File: src/hw/fhl_consts.svh
// Constants for the fault history logger
`ifndef FHL_CONSTS_SVH
`define FHL_CONSTS_SVH
`define FHL_DEPTH 10
`define FHL_CODE_W 10
`define FHL_CODE_MAX 10'h3e7
`define FHL_DAY_W 5
`define FHL_DAY_MAX 5'h1f
`define FHL_MON_W 4
`define FHL_MON_MAX 4'hc
`define FHL_YEAR_W 12
`define FHL_YEAR_MAX 12'h833
`define FHL_HOUR_W 5
`define FHL_HOUR_MAX 5'h17
`define FHL_MIN_W 6
`define FHL_MIN_MAX 6'h3b
`define FHL_IA_W 16
`define FHL_IA_MAX 16'hc350
`define FHL_VA_W 11
`define FHL_VA_MAX 11'h7d0
`define FHL_SPD_W 14
`define FHL_SPD_MAX 14'h2710
`define FHL_REF_W 15
`define FHL_REF_MAX 15'sh2710
`define FHL_REF_MIN (-15'sh2710)
`define FHL_IF_W 10
`define FHL_IF_MAX 10'h258
`define FHL_DI_W 8
`define FHL_DO_W 5
`endif

File: src/hw/fhl_pkg.sv
// Types shared by the fault history logger files
package fhl_pkg;
  // One history entry: code plus its three stamps
  typedef struct packed {
    logic [9:0] code;
    logic [4:0] day;
    logic [3:0] month;
    logic [11:0] year;
    logic [4:0] hour;
    logic [5:0] minute;
  } fhl_entry_t;
  // Capture sequencer states
  typedef enum logic [1:0] {
    FHL_IDLE = 2'b01,
    FHL_HOLD = 2'b10
  } fhl_state_t;
endpackage

File: src/hw/fhl_stamp_if.sv
// Carrier for a clamped history entry between the logger modules
`timescale 1ns/1ns
interface fhl_stamp_if;
  fhl_pkg::fhl_entry_t raw; // Entry as offered by the fault source
  fhl_pkg::fhl_entry_t clean; // Entry with every field held in range
  modport src (output raw, input clean);
  modport chk (input raw, output clean);
endinterface

File: src/hw/fhl_logger.sv
// Fault history logger: ten-deep code and stamp history plus a snapshot
`timescale 1ns/1ns
`include "fhl_consts.svh"
// How it works
// - Keeps ten newest fault codes, newest first
// - New fault enters newest, older shift down
// - Stored codes range zero through 999
// - Each slot stores day/month up to 31/12
// - Each slot stores year up to 2099
// - Each slot stores time up to 23:59
// - Captures armature current up to 5000.0 A
// - Captures armature voltage up to 2000 V
// - Captures motor speed up to 10000 rpm
// - Captures signed total reference within 10000 rpm
// - Captures field current up to 60.0 A
// - Latches eight digital inputs, bit0 first
// - Latches five digital outputs, bit0 first
// - All records are read only outputs
// - Stamps may be invalid near reset
module fhl_logger (
  input wire logic ref_clk,
  input wire logic reset,
  input wire logic fault_strobe, // One-cycle pulse per new fault
  input wire logic [9:0] fault_code_in,
  input wire logic [4:0] rtc_day,
  input wire logic [3:0] rtc_month,
  input wire logic [11:0] rtc_year,
  input wire logic [4:0] rtc_hour,
  input wire logic [5:0] rtc_minute,
  input wire logic [15:0] armature_current_in, // Tenths of an ampere
  input wire logic [10:0] armature_voltage_in, // Volts
  input wire logic [13:0] speed_in, // rpm
  input wire logic signed [14:0] total_reference_in, // rpm
  input wire logic [9:0] field_current_in, // Tenths of an ampere
  input wire logic [7:0] digital_inputs_in,
  input wire logic [4:0] digital_outputs_in,
  input wire logic [3:0] read_slot, // 0 is newest, 9 oldest
  output logic [9:0] read_code,
  output logic [4:0] read_day,
  output logic [3:0] read_month,
  output logic [11:0] read_year,
  output logic [4:0] read_hour,
  output logic [5:0] read_minute,
  output logic [9:0] newest_fault_code,
  output logic [9:0] oldest_fault_code,
  output logic [8:0] newest_fault_day_month, // Day high, month low
  output logic [11:0] newest_fault_year,
  output logic [10:0] newest_fault_time, // Hour high, minute low
  output logic [15:0] fault_armature_current_snap,
  output logic [10:0] fault_armature_voltage_snap,
  output logic [13:0] fault_speed_snap,
  output logic signed [14:0] fault_total_reference_snap,
  output logic [9:0] fault_field_current_snap,
  output logic [7:0] fault_input_states_snap,
  output logic [4:0] fault_output_states_snap,
  output logic fault_recorded // Pulse one cycle after each capture
);

  // Incoming entry, before and after range clamping
  fhl_stamp_if stamp ();

  // History chain: slot_q[0] newest, slot_q[DEPTH-1] oldest
  fhl_pkg::fhl_entry_t slot_q [`FHL_DEPTH];
  fhl_pkg::fhl_entry_t slot_in [`FHL_DEPTH];

  // Capture sequencer state
  fhl_pkg::fhl_state_t state;
  fhl_pkg::fhl_state_t next_state;

  // Clamped snapshot values
  logic [15:0] next_ia;
  logic [10:0] next_va;
  logic [13:0] next_spd;
  logic signed [14:0] next_ref;
  logic [9:0] next_if;
  wire capture;
  wire [3:0] sel;
  fhl_pkg::fhl_entry_t sel_entry;

  // Raw entry from the fault source and the clock; no keypad path
  // reaches the history, so operator writes cannot alter it
  assign stamp.raw.code = fault_code_in;
  assign stamp.raw.day = rtc_day;
  assign stamp.raw.month = rtc_month;
  assign stamp.raw.year = rtc_year;
  assign stamp.raw.hour = rtc_hour;
  assign stamp.raw.minute = rtc_minute;

  fhl_clamp u_clamp (
    .st(stamp)
  );

  // Stamps are stored clamped but unchecked; a clock still settling after reset
  // may give a wrong stamp, which is accepted rather than blocked
  // since blocking would lose the fault code itself
  assign capture = fault_strobe;

  // Chain inputs: newest takes the clamped entry, others the neighbour
  assign slot_in[0] = stamp.clean;
  genvar g;
  generate
    for (g = 0; g < `FHL_DEPTH; g++) begin : g_slot
      if (g > 0) begin : g_link
        assign slot_in[g] = slot_q[g-1]; // Oldest falls off
      end
      fhl_slot u_slot (
        .ref_clk(ref_clk),
        .reset(reset),
        .shift(capture),
        .newer(slot_in[g]),
        .held(slot_q[g])
      );
    end
  endgenerate

  // Snapshot clamping, so each field stays within its range
  assign next_ia = (armature_current_in > `FHL_IA_MAX) ?
    `FHL_IA_MAX : armature_current_in;
  assign next_va = (armature_voltage_in > `FHL_VA_MAX) ?
    `FHL_VA_MAX : armature_voltage_in;
  assign next_spd = (speed_in > `FHL_SPD_MAX) ?
    `FHL_SPD_MAX : speed_in;
  assign next_ref = (total_reference_in > `FHL_REF_MAX) ? `FHL_REF_MAX :
    (total_reference_in < `FHL_REF_MIN) ? `FHL_REF_MIN :
    total_reference_in;
  assign next_if = (field_current_in > `FHL_IF_MAX) ?
    `FHL_IF_MAX : field_current_in;

  // Read selection; out-of-range index shows the oldest slot
  assign sel = (read_slot >= 4'(`FHL_DEPTH)) ?
    4'(`FHL_DEPTH - 1) : read_slot;
  assign sel_entry = slot_q[sel];

  // Sequencer marks the cycle after a capture
  always_comb begin
    next_state = fhl_pkg::FHL_IDLE;
    unique case (state)
      fhl_pkg::FHL_IDLE: begin
        next_state = capture ? fhl_pkg::FHL_HOLD : fhl_pkg::FHL_IDLE;
      end
      fhl_pkg::FHL_HOLD: begin
        next_state = capture ? fhl_pkg::FHL_HOLD : fhl_pkg::FHL_IDLE;
      end
    endcase
  end

  always_ff @(posedge ref_clk or posedge reset) begin
    if (reset) begin
      state <= fhl_pkg::FHL_IDLE;
    end else begin
      state <= next_state;
    end
  end

  // The snapshot loads on the same edge that fills slot 0, so it never
  // describes any fault but the newest; one short register per field
  // keeps a missing enable visible field by field

  // Armature current at the fault, tenths of an ampere
  always_ff @(posedge ref_clk or posedge reset) begin
    if (reset) begin
      fault_armature_current_snap <= '0;
    end else if (capture) begin
      fault_armature_current_snap <= next_ia;
    end
  end

  // Armature voltage at the fault, volts
  always_ff @(posedge ref_clk or posedge reset) begin
    if (reset) begin
      fault_armature_voltage_snap <= '0;
    end else if (capture) begin
      fault_armature_voltage_snap <= next_va;
    end
  end

  // Motor speed at the fault, rpm
  always_ff @(posedge ref_clk or posedge reset) begin
    if (reset) begin
      fault_speed_snap <= '0;
    end else if (capture) begin
      fault_speed_snap <= next_spd;
    end
  end

  // Total speed reference at the fault, signed rpm
  always_ff @(posedge ref_clk or posedge reset) begin
    if (reset) begin
      fault_total_reference_snap <= '0;
    end else if (capture) begin
      fault_total_reference_snap <= next_ref;
    end
  end

  // Field current at the fault, tenths of an ampere
  always_ff @(posedge ref_clk or posedge reset) begin
    if (reset) begin
      fault_field_current_snap <= '0;
    end else if (capture) begin
      fault_field_current_snap <= next_if;
    end
  end

  // Digital input states, first input in bit 0, one means active
  always_ff @(posedge ref_clk or posedge reset) begin
    if (reset) begin
      fault_input_states_snap <= '0;
    end else if (capture) begin
      fault_input_states_snap <= digital_inputs_in;
    end
  end

  // Digital output states, first output in bit 0, one means active
  always_ff @(posedge ref_clk or posedge reset) begin
    if (reset) begin
      fault_output_states_snap <= '0;
    end else if (capture) begin
      fault_output_states_snap <= digital_outputs_in;
    end
  end

  // Public views of the newest and oldest entries; decoding them here
  // keeps the registers below to plain copies
  wire [9:0] view_newest_code;
  wire [9:0] view_oldest_code;
  wire [8:0] view_day_month; // Day high, month low
  wire [11:0] view_year;
  wire [10:0] view_time; // Hour high, minute low
  assign view_newest_code = slot_q[0].code;
  assign view_oldest_code = slot_q[`FHL_DEPTH-1].code;
  assign view_day_month = {slot_q[0].day, slot_q[0].month};
  assign view_year = slot_q[0].year;
  assign view_time = {slot_q[0].hour, slot_q[0].minute};

  // Fields of the slot picked by the keypad
  wire [9:0] sel_code;
  wire [4:0] sel_day;
  wire [3:0] sel_month;
  wire [11:0] sel_year;
  wire [4:0] sel_hour;
  wire [5:0] sel_minute;
  assign sel_code = sel_entry.code;
  assign sel_day = sel_entry.day;
  assign sel_month = sel_entry.month;
  assign sel_year = sel_entry.year;
  assign sel_hour = sel_entry.hour;
  assign sel_minute = sel_entry.minute;

  // Keypad view of the selected slot, one cycle behind read_slot; a
  // slot is only ever read here, never written
  always_ff @(posedge ref_clk or posedge reset) begin
    if (reset) begin
      read_code <= '0;
      read_day <= '0;
      read_month <= '0;
      read_year <= '0;
      read_hour <= '0;
      read_minute <= '0;
    end else begin
      read_code <= sel_code;
      read_day <= sel_day;
      read_month <= sel_month;
      read_year <= sel_year;
      read_hour <= sel_hour;
      read_minute <= sel_minute;
    end
  end

  // Newest and oldest codes, one cycle behind the chain
  always_ff @(posedge ref_clk or posedge reset) begin
    if (reset) begin
      newest_fault_code <= '0;
      oldest_fault_code <= '0;
    end else begin
      newest_fault_code <= view_newest_code;
      oldest_fault_code <= view_oldest_code;
    end
  end

  // Stamps of the newest fault, in step with its code
  always_ff @(posedge ref_clk or posedge reset) begin
    if (reset) begin
      newest_fault_day_month <= '0;
      newest_fault_year <= '0;
      newest_fault_time <= '0;
    end else begin
      newest_fault_day_month <= view_day_month;
      newest_fault_year <= view_year;
      newest_fault_time <= view_time;
    end
  end

  // Record pulse: the hold state marks the edge after a capture, so the
  // pulse lines up with the newest views rather than with the snapshot
  wire in_hold;
  assign in_hold = (state == fhl_pkg::FHL_HOLD);
  always_ff @(posedge ref_clk or posedge reset) begin
    if (reset) begin
      fault_recorded <= 1'b0;
    end else begin
      fault_recorded <= in_hold;
    end
  end

endmodule // fhl_logger

File: src/hw/fhl_clamp.sv
// Clamps an incoming fault code and its stamps into their legal ranges
`timescale 1ns/1ns
`include "fhl_consts.svh"
module fhl_clamp (
  fhl_stamp_if.chk st
);
  // Over-range values saturate so that stored fields never leave range
  assign st.clean.code = (st.raw.code > `FHL_CODE_MAX) ?
    `FHL_CODE_MAX : st.raw.code;
  assign st.clean.day = st.raw.day; // Five bits cannot pass 31
  assign st.clean.month = (st.raw.month > `FHL_MON_MAX) ?
    `FHL_MON_MAX : st.raw.month;
  assign st.clean.year = (st.raw.year > `FHL_YEAR_MAX) ?
    `FHL_YEAR_MAX : st.raw.year;
  assign st.clean.hour = (st.raw.hour > `FHL_HOUR_MAX) ?
    `FHL_HOUR_MAX : st.raw.hour;
  assign st.clean.minute = (st.raw.minute > `FHL_MIN_MAX) ?
    `FHL_MIN_MAX : st.raw.minute;
endmodule // fhl_clamp

File: src/hw/fhl_slot.sv
// One history slot: loads the entry from the newer neighbour on a shift
`timescale 1ns/1ns
module fhl_slot (
  input wire logic ref_clk,
  input wire logic reset,
  input wire logic shift,
  input wire fhl_pkg::fhl_entry_t newer,
  output fhl_pkg::fhl_entry_t held
);
  // Code and stamps move as one word, so they never part
  always_ff @(posedge ref_clk or posedge reset) begin
    if (reset) begin
      held <= '0;
    end else if (shift) begin
      held <= newer;
    end
  end
endmodule // fhl_slot

File: config.mk
export PLATFORM = sky130hd
export DESIGN_NAME = fhl_logger
export DESIGN_NICKNAME = d
export VERILOG_FILES = /design/src/hw/fhl_pkg.sv /design/src/hw/fhl_stamp_if.sv /design/src/hw/fhl_logger.sv /design/src/hw/fhl_clamp.sv /design/src/hw/fhl_slot.sv
export VERILOG_INCLUDE_DIRS = /design/src /design/src/hw
export SDC_FILE = /design/constraint.sdc
export NUM_CORES = 1
export LEC_CHECK = 0
export ABC_AREA = 0
export BUFFER_PORTS_ARGS = -buffer_cell sky130_fd_sc_hd__clkbuf_2
export CORE_MARGIN = 3
export CORE_UTILIZATION = 53
export DETAILED_ROUTE_END_ITERATION = 10
export PLACE_DENSITY_LB_ADDON = 0.2
export SYNTH_ARGS = -nofsm -noshare
export SYNTH_HDL_FRONTEND = slang
export SYNTH_SLANG_ARGS = --single-unit
File: constraint.sdc
create_clock -name ref_clk -period 20.4 [get_ports ref_clk]
set_clock_uncertainty 0.05 [all_clocks]
set_input_delay 1.02 -clock ref_clk [delete_from_list [all_inputs] [get_ports ref_clk]]
set_output_delay 1.02 -clock ref_clk [all_outputs]
set_load 0.03 [all_outputs]
After elaboration in Yosys (flattened, before gate mapping):

Cells that the tools add are included.

* register bits after elaboration: 596
* latch bits: 0
* RAM bits: 0
* bits in read-only memories: 0
* input bits: 128
* output and inout bits: 174
* memories: 0

* $add $sub $neg: 0
* multiply operators: 0
* divide/modulo/power cells: 0
* $lt $le $gt $ge: 13
* eq/ne operators: 2
* shifts and indexed selects: 0
* multiplexer cells: 17
* bitwise logic cells: 1
* reduce and logical (&&, ||, !) cells: 1

Operators by type and width (count)
* binary-select mux 42 bit (select 4 bit): 1
* 2-to-1 mux 42 bit: 2
* 2-to-1 mux 15 bit: 2
* greater-than comparator 10 bit, second input constant: 2
* 2-to-1 mux 10 bit: 2
* greater-than comparator 16 bit, second input constant: 1
* 2-to-1 mux 16 bit: 1
* greater-than comparator 15 bit, second input constant: 1
* < comparator 15 bit, second input constant: 1
* greater-than comparator 14 bit, second input constant: 1
* 2-to-1 mux 14 bit: 1
* greater-than comparator 12 bit, second input constant: 1
* 2-to-1 mux 12 bit: 1
* greater-than comparator 11 bit, second input constant: 1
* 2-to-1 mux 11 bit: 1
* 2-to-1 mux 4 bit: 2
* greater-than comparator 6 bit, second input constant: 1
* 2-to-1 mux 6 bit: 1
* greater-or-equal comparator 5 bit, second input constant: 1
* greater-than comparator 5 bit, second input constant: 1
* 2-to-1 mux 5 bit: 1
* inverter 4 -> 5 bit: 1
* greater-or-equal comparator 4 bit, second input constant: 1
* greater-than comparator 4 bit, second input constant: 1
* 4 further kinds: 5

Depth between registers and ports, before layout:

* word-level depth: 6
* depth in mapped cells: 7
* depth with buffers taken out: 6

Modules after synthesis:

Synthesis repeated with hierarchy kept, for this count alone.

* cell total of the unflattened synthesis: 1775
* area total of the unflattened synthesis: 27481.4 µm²

By module, submodules not included
* fhl_slot: times used 10, cells each 90, area each 1769.2 µm², seq. area each 1051.0 µm²
* fhl_logger: times used 1, cells each 822, area each 9464.1 µm², seq. area each 4405.5 µm²
* fhl_clamp: times used 1, cells each 53, area each 325.3 µm², seq. area each 0.0 µm²

Worst setup path after synthesis:

No wires, ideal clock.

* path type: input -> register
* from: input port total_reference_in[10]
* to: register fault_total_reference_snap[4]
* setup time: 0.126 ns
* arrival time: 2.195 ns
* required time: 20.224 ns
* slack: 18.029 ns
* stages: 6
* path buffers: 1
* cells stage by stage: nor3_1 > a21oi_1 > o21ai_0 > ha_1 > clkbuf_1 > o32a_1

* word-level cells in the longest chain between the ends: 3

Ends and longest elaborated chain
* from (decl): RTL line fhl_logger.sv:33 `input wire logic signed [14:0] total_reference_in,`
* < comparator 15 bit (no source line)
* 2-to-1 mux 15 bit: RTL line fhl_logger.sv:124 `` (total_reference_in < `FHL_REF_MIN) ? `FHL_REF_MIN : ``
* 2-to-1 mux 15 bit *: RTL line fhl_logger.sv:123 `` assign next_ref = (total_reference_in > `FHL_REF_MAX) ? `FHL_REF_MAX : ``
* to (signal assigned): RTL line fhl_logger.sv:191 `fault_total_reference_snap <= next_ref;`
* to (decl): RTL line fhl_logger.sv:52 `output logic signed [14:0] fault_total_reference_snap,`

Mark *: on every way between the ends. The rest lies on a longest branch, timed or not.
A chain may end at the register's enable or synchronous reset.

==> impl_metrics.py <==
metrics = {
    "floorplan": {
        "die_h_um": 220,
        "initial_utilization_pct": 54.4,
        "design.core.area_sq_mm": 0.0448,
        "die_w_um": 220,
        "dieArea_sq_mm": 0.0486,
        "ioPinCount": 302,
        "rows": 77,
    },
    "place": {
        "placedCellCount": 2349,
        "port_buffers": 301,
        "place_hpwl_um": 29700,
        "place.gp.congestion": 0.800,
    },
    "setup_path": {
        "critPathMaxFanout": 136,
        "cp.buffers_inverters": 5,
        "critPathMaxStageDelay_ns": 0.90,
        "slowest_stage": "buf_4",
        "cp_data_arrival_time_ns": 4.36,
        "criticalPathCategory": "in -> async",
        "crit_chain": "clkbuf_2, inv_8, buf_4, buf_4, buf_4",
        "cp.required_ns": 20.97,
        "crit_top_cell": "buf_4",
        "cp-end-kind": "asynchronous set/reset pin",
        "crit_family": "buffers and inverters",
        "worst_setup_path_start_kind": "input pin",
    },
    "grt": {
        "grt_max_degree": 213,
        "track_usage_pct": 20.9,
        "use_met1_pct": 29.1,
        "grt_pass1_vias": 14800,
        "grt_pass1_wl_um": 80200,
        "grt-busiest-layer": "met2",
        "grt_overflow": 0,
        "use_met2_pct": 34.2,
        "grtUsageMet3_pct": 3.83,
        "antenna_found_initial": 1,
    },
    "clocking": {
        "cts_buffers": 60,
        "root_buffer": "clkbuf_16",
        "insertion_delay_ns": 0.61,
        "cts.sinks": 596,
        "post_cts_resized": 0,
        "clock_path_buffers": 3,
        "path_clk_slew_ns": 0.06,
        "hold_buffers": 0,
        "cts_tree": "yes",
        "cts_setup_buffers": 0,
        "cts_max_level": 2,
    },
    "route": {
        "avgViaCountPerCell": 5.66,
        "detail-route-antenna-nets": 0,
        "drt_iter0_markers": 1041,
        "wl_per_cell_um": 19.8,
        "num_vias": 13900,
        "routed_wirelength_um": 48800,
        "first_pass_iters": 5,
        "drc": 0,
    },
    "synthesis": {
        "yosys_warnings": 0,
        "synth_edf_count": 0,
        "synth-seq-cells": 596,
        "yosysMostFrequentCell": "dfrtp_1",
        "synth_area_per_cell_sq_um": 15.8,
        "syn_area_sq_mm": 0.0244,
        "synth.distinct_cells": 48,
        "ys.flop_type": "dfrtp_1",
        "syn-num-nets": 1668,
        "async_reset_ff_share_pct": 100,
        "synth_area_leaders": "dfrtp_1, mux2_2, mux4_2",
        "yosysTopAreaCellShare_pct": 61.1,
        "synth_common_cells": "dfrtp_1, mux2_2, mux4_2",
        "synth.largest_area_cell": "dfrtp_1",
        "ys_seq_area_share_pct": 61.2,
        "syn_inst": 1539,
    },
    "power": {
        "swShare_pct": 28.1,
        "pwr-share-seq_pct": 48.5,
        "p_int_w": 0.00249,
        "p_leak_nw": 12.6,
        "ir_drop_v": 0.0000893,
        "clockPowerShare_pct": 31.9,
        "p_comb_share_pct": 19.6,
        "switching_power_w": 0.000974,
        "power_density_mw_per_mm2": 123,
    },
    "sta": {
        "drv_slew": 0,
        "finalSetupViolCount": 0,
        "hold_viol": 0,
        "max_slew_margin_pct": 21.6,
        "max_freq_mhz": 264,
        "worst_pin_slew_ns": 1.18,
        "fin_crit_sh_pct": 18.6,
        "min_period_ns": 3.79,
        "grt_setup_unrepaired": "no",
        "fin_tns_setup_ns": 0,
    },
    "run": {
        "drv_cap": 0,
    },
    "finish": {
        "syn2layout_area_growth_pct": 16.1,
        "diodes": 0,
        "nets": 1948,
        "fin_cells": 2460,
        "drive_above_1_share_pct": 49.4,
    },
    "worst_hold_path": {
        "hold_path.class": "reg -> reg",
    },
    "run_status": {
        "status": "complete, no violations",
    },
}
[cell usage in the layout, fill, tap and decap left out, types with 6 or more instances in the layout]
cell type / n
mux2i_1: 52
a21oi_1: 16
clkbuf_16: 61
clkbuf_2: 298
o2bb2ai_1: 16
nand3_1: 10
nand2_1: 10
dfrtp_1: 595
buf_4: 13
clkbuf_1: 17
o22a_1: 16
mux2_2: 416
nor2_1: 31
a22o_1: 20
inv_1: 18
nor2b_1: 6
mux4_2: 83
o21ai_1: 47
clkinv_2: 12
a22oi_1: 41
o21ai_0: 9
clkbuf_8: 13
[kinds of logic (layout without fill, tap and decap cells)]
kind of cell,after synthesis,count (layout),synth area share (%)
fa+ha+maj,1,1,0.0514
simple gates,84,84,1.71
buf+inv,119,448,2.43
mux,551,551,29.0
compound gates,188,188,5.51
flops,596,596,61.2
[power by group through the flow]
stage | Combinational [W] | Clock [W] | Sequential (W)
after floorplan | 0.000413 | 0 | 0.00176
after global placement | 0.000669 | 0 | 0.00168
after detailed placement | 0.000687 | 0 | 0.00170
after CTS | 0.000690 | 0.00114 | 0.00168
after global routing | 0.000739 | 0.00119 | 0.00172
final | 0.000679 | 0.00111 | 0.00168
[layout make-up]
type,instances,area [sq um]
clock buffer,91,1770
clock inverter,20,235
fill,3341,16500
inverter,22,90.1
multi-input combinational,824,8870
sequential,596,14900
tap,592,741
timing repair buffer,315,1660
[layer usage]
metal | wire (um) | up-vias
li1 | - | 6296
met1 | 21500 | 7249
met2 | 23900 | 298
met3 | 2340 | 75
met4 | 1080 | 0
met5 | 0 | -
[through the flow]
stage          power [W]  setup WS, ns  cell area [sq um]  hold slack [ns]  util, %
2_1_floorplan    0.00218          2.65              24400            0.320        -
3_3_place_gp     0.00235         15.82              26300            0.331     58.6
3_5_place_dp     0.00239         15.78              26300            0.340     58.6
4_1_cts          0.00351         16.45              28300            0.352     63.1
5_1_grt          0.00365         16.04              28300            0.360     63.1
6_report         0.00347         16.61              28300            0.349     63.1
[worst paths after layout]
check                                     startpoint                   endpoint  slack, ns  cells after the start
setup / recovery                               reset  g_slot[2].u_slot.held[13]      16.61                      5
hold / removal             g_slot[9].u_slot.held[36]       oldest_fault_code[4]       0.35                      0
setup reg to reg           g_slot[0].u_slot.held[31]                read_day[4]      18.99                      3
hold reg to reg            g_slot[9].u_slot.held[36]       oldest_fault_code[4]       0.35                      0
max in group ref_clk                    read_slot[0]               read_hour[1]      17.48                      5
min in group asynchronous                      reset       newest_fault_code[9]       0.55                      2
[flip-flops by register name (all words and copies together) (netlist names), 11 cells and up]
register                     flops
fault_armature_current_snap     16
fault_armature_voltage_snap     11
fault_total_reference_snap      15
read_year                       12
g_slot.u_slot.held             420
newest_fault_time               11
newest_fault_year               12
fault_speed_snap                14
Note: power is estimated with default switching activity, not from simulation.
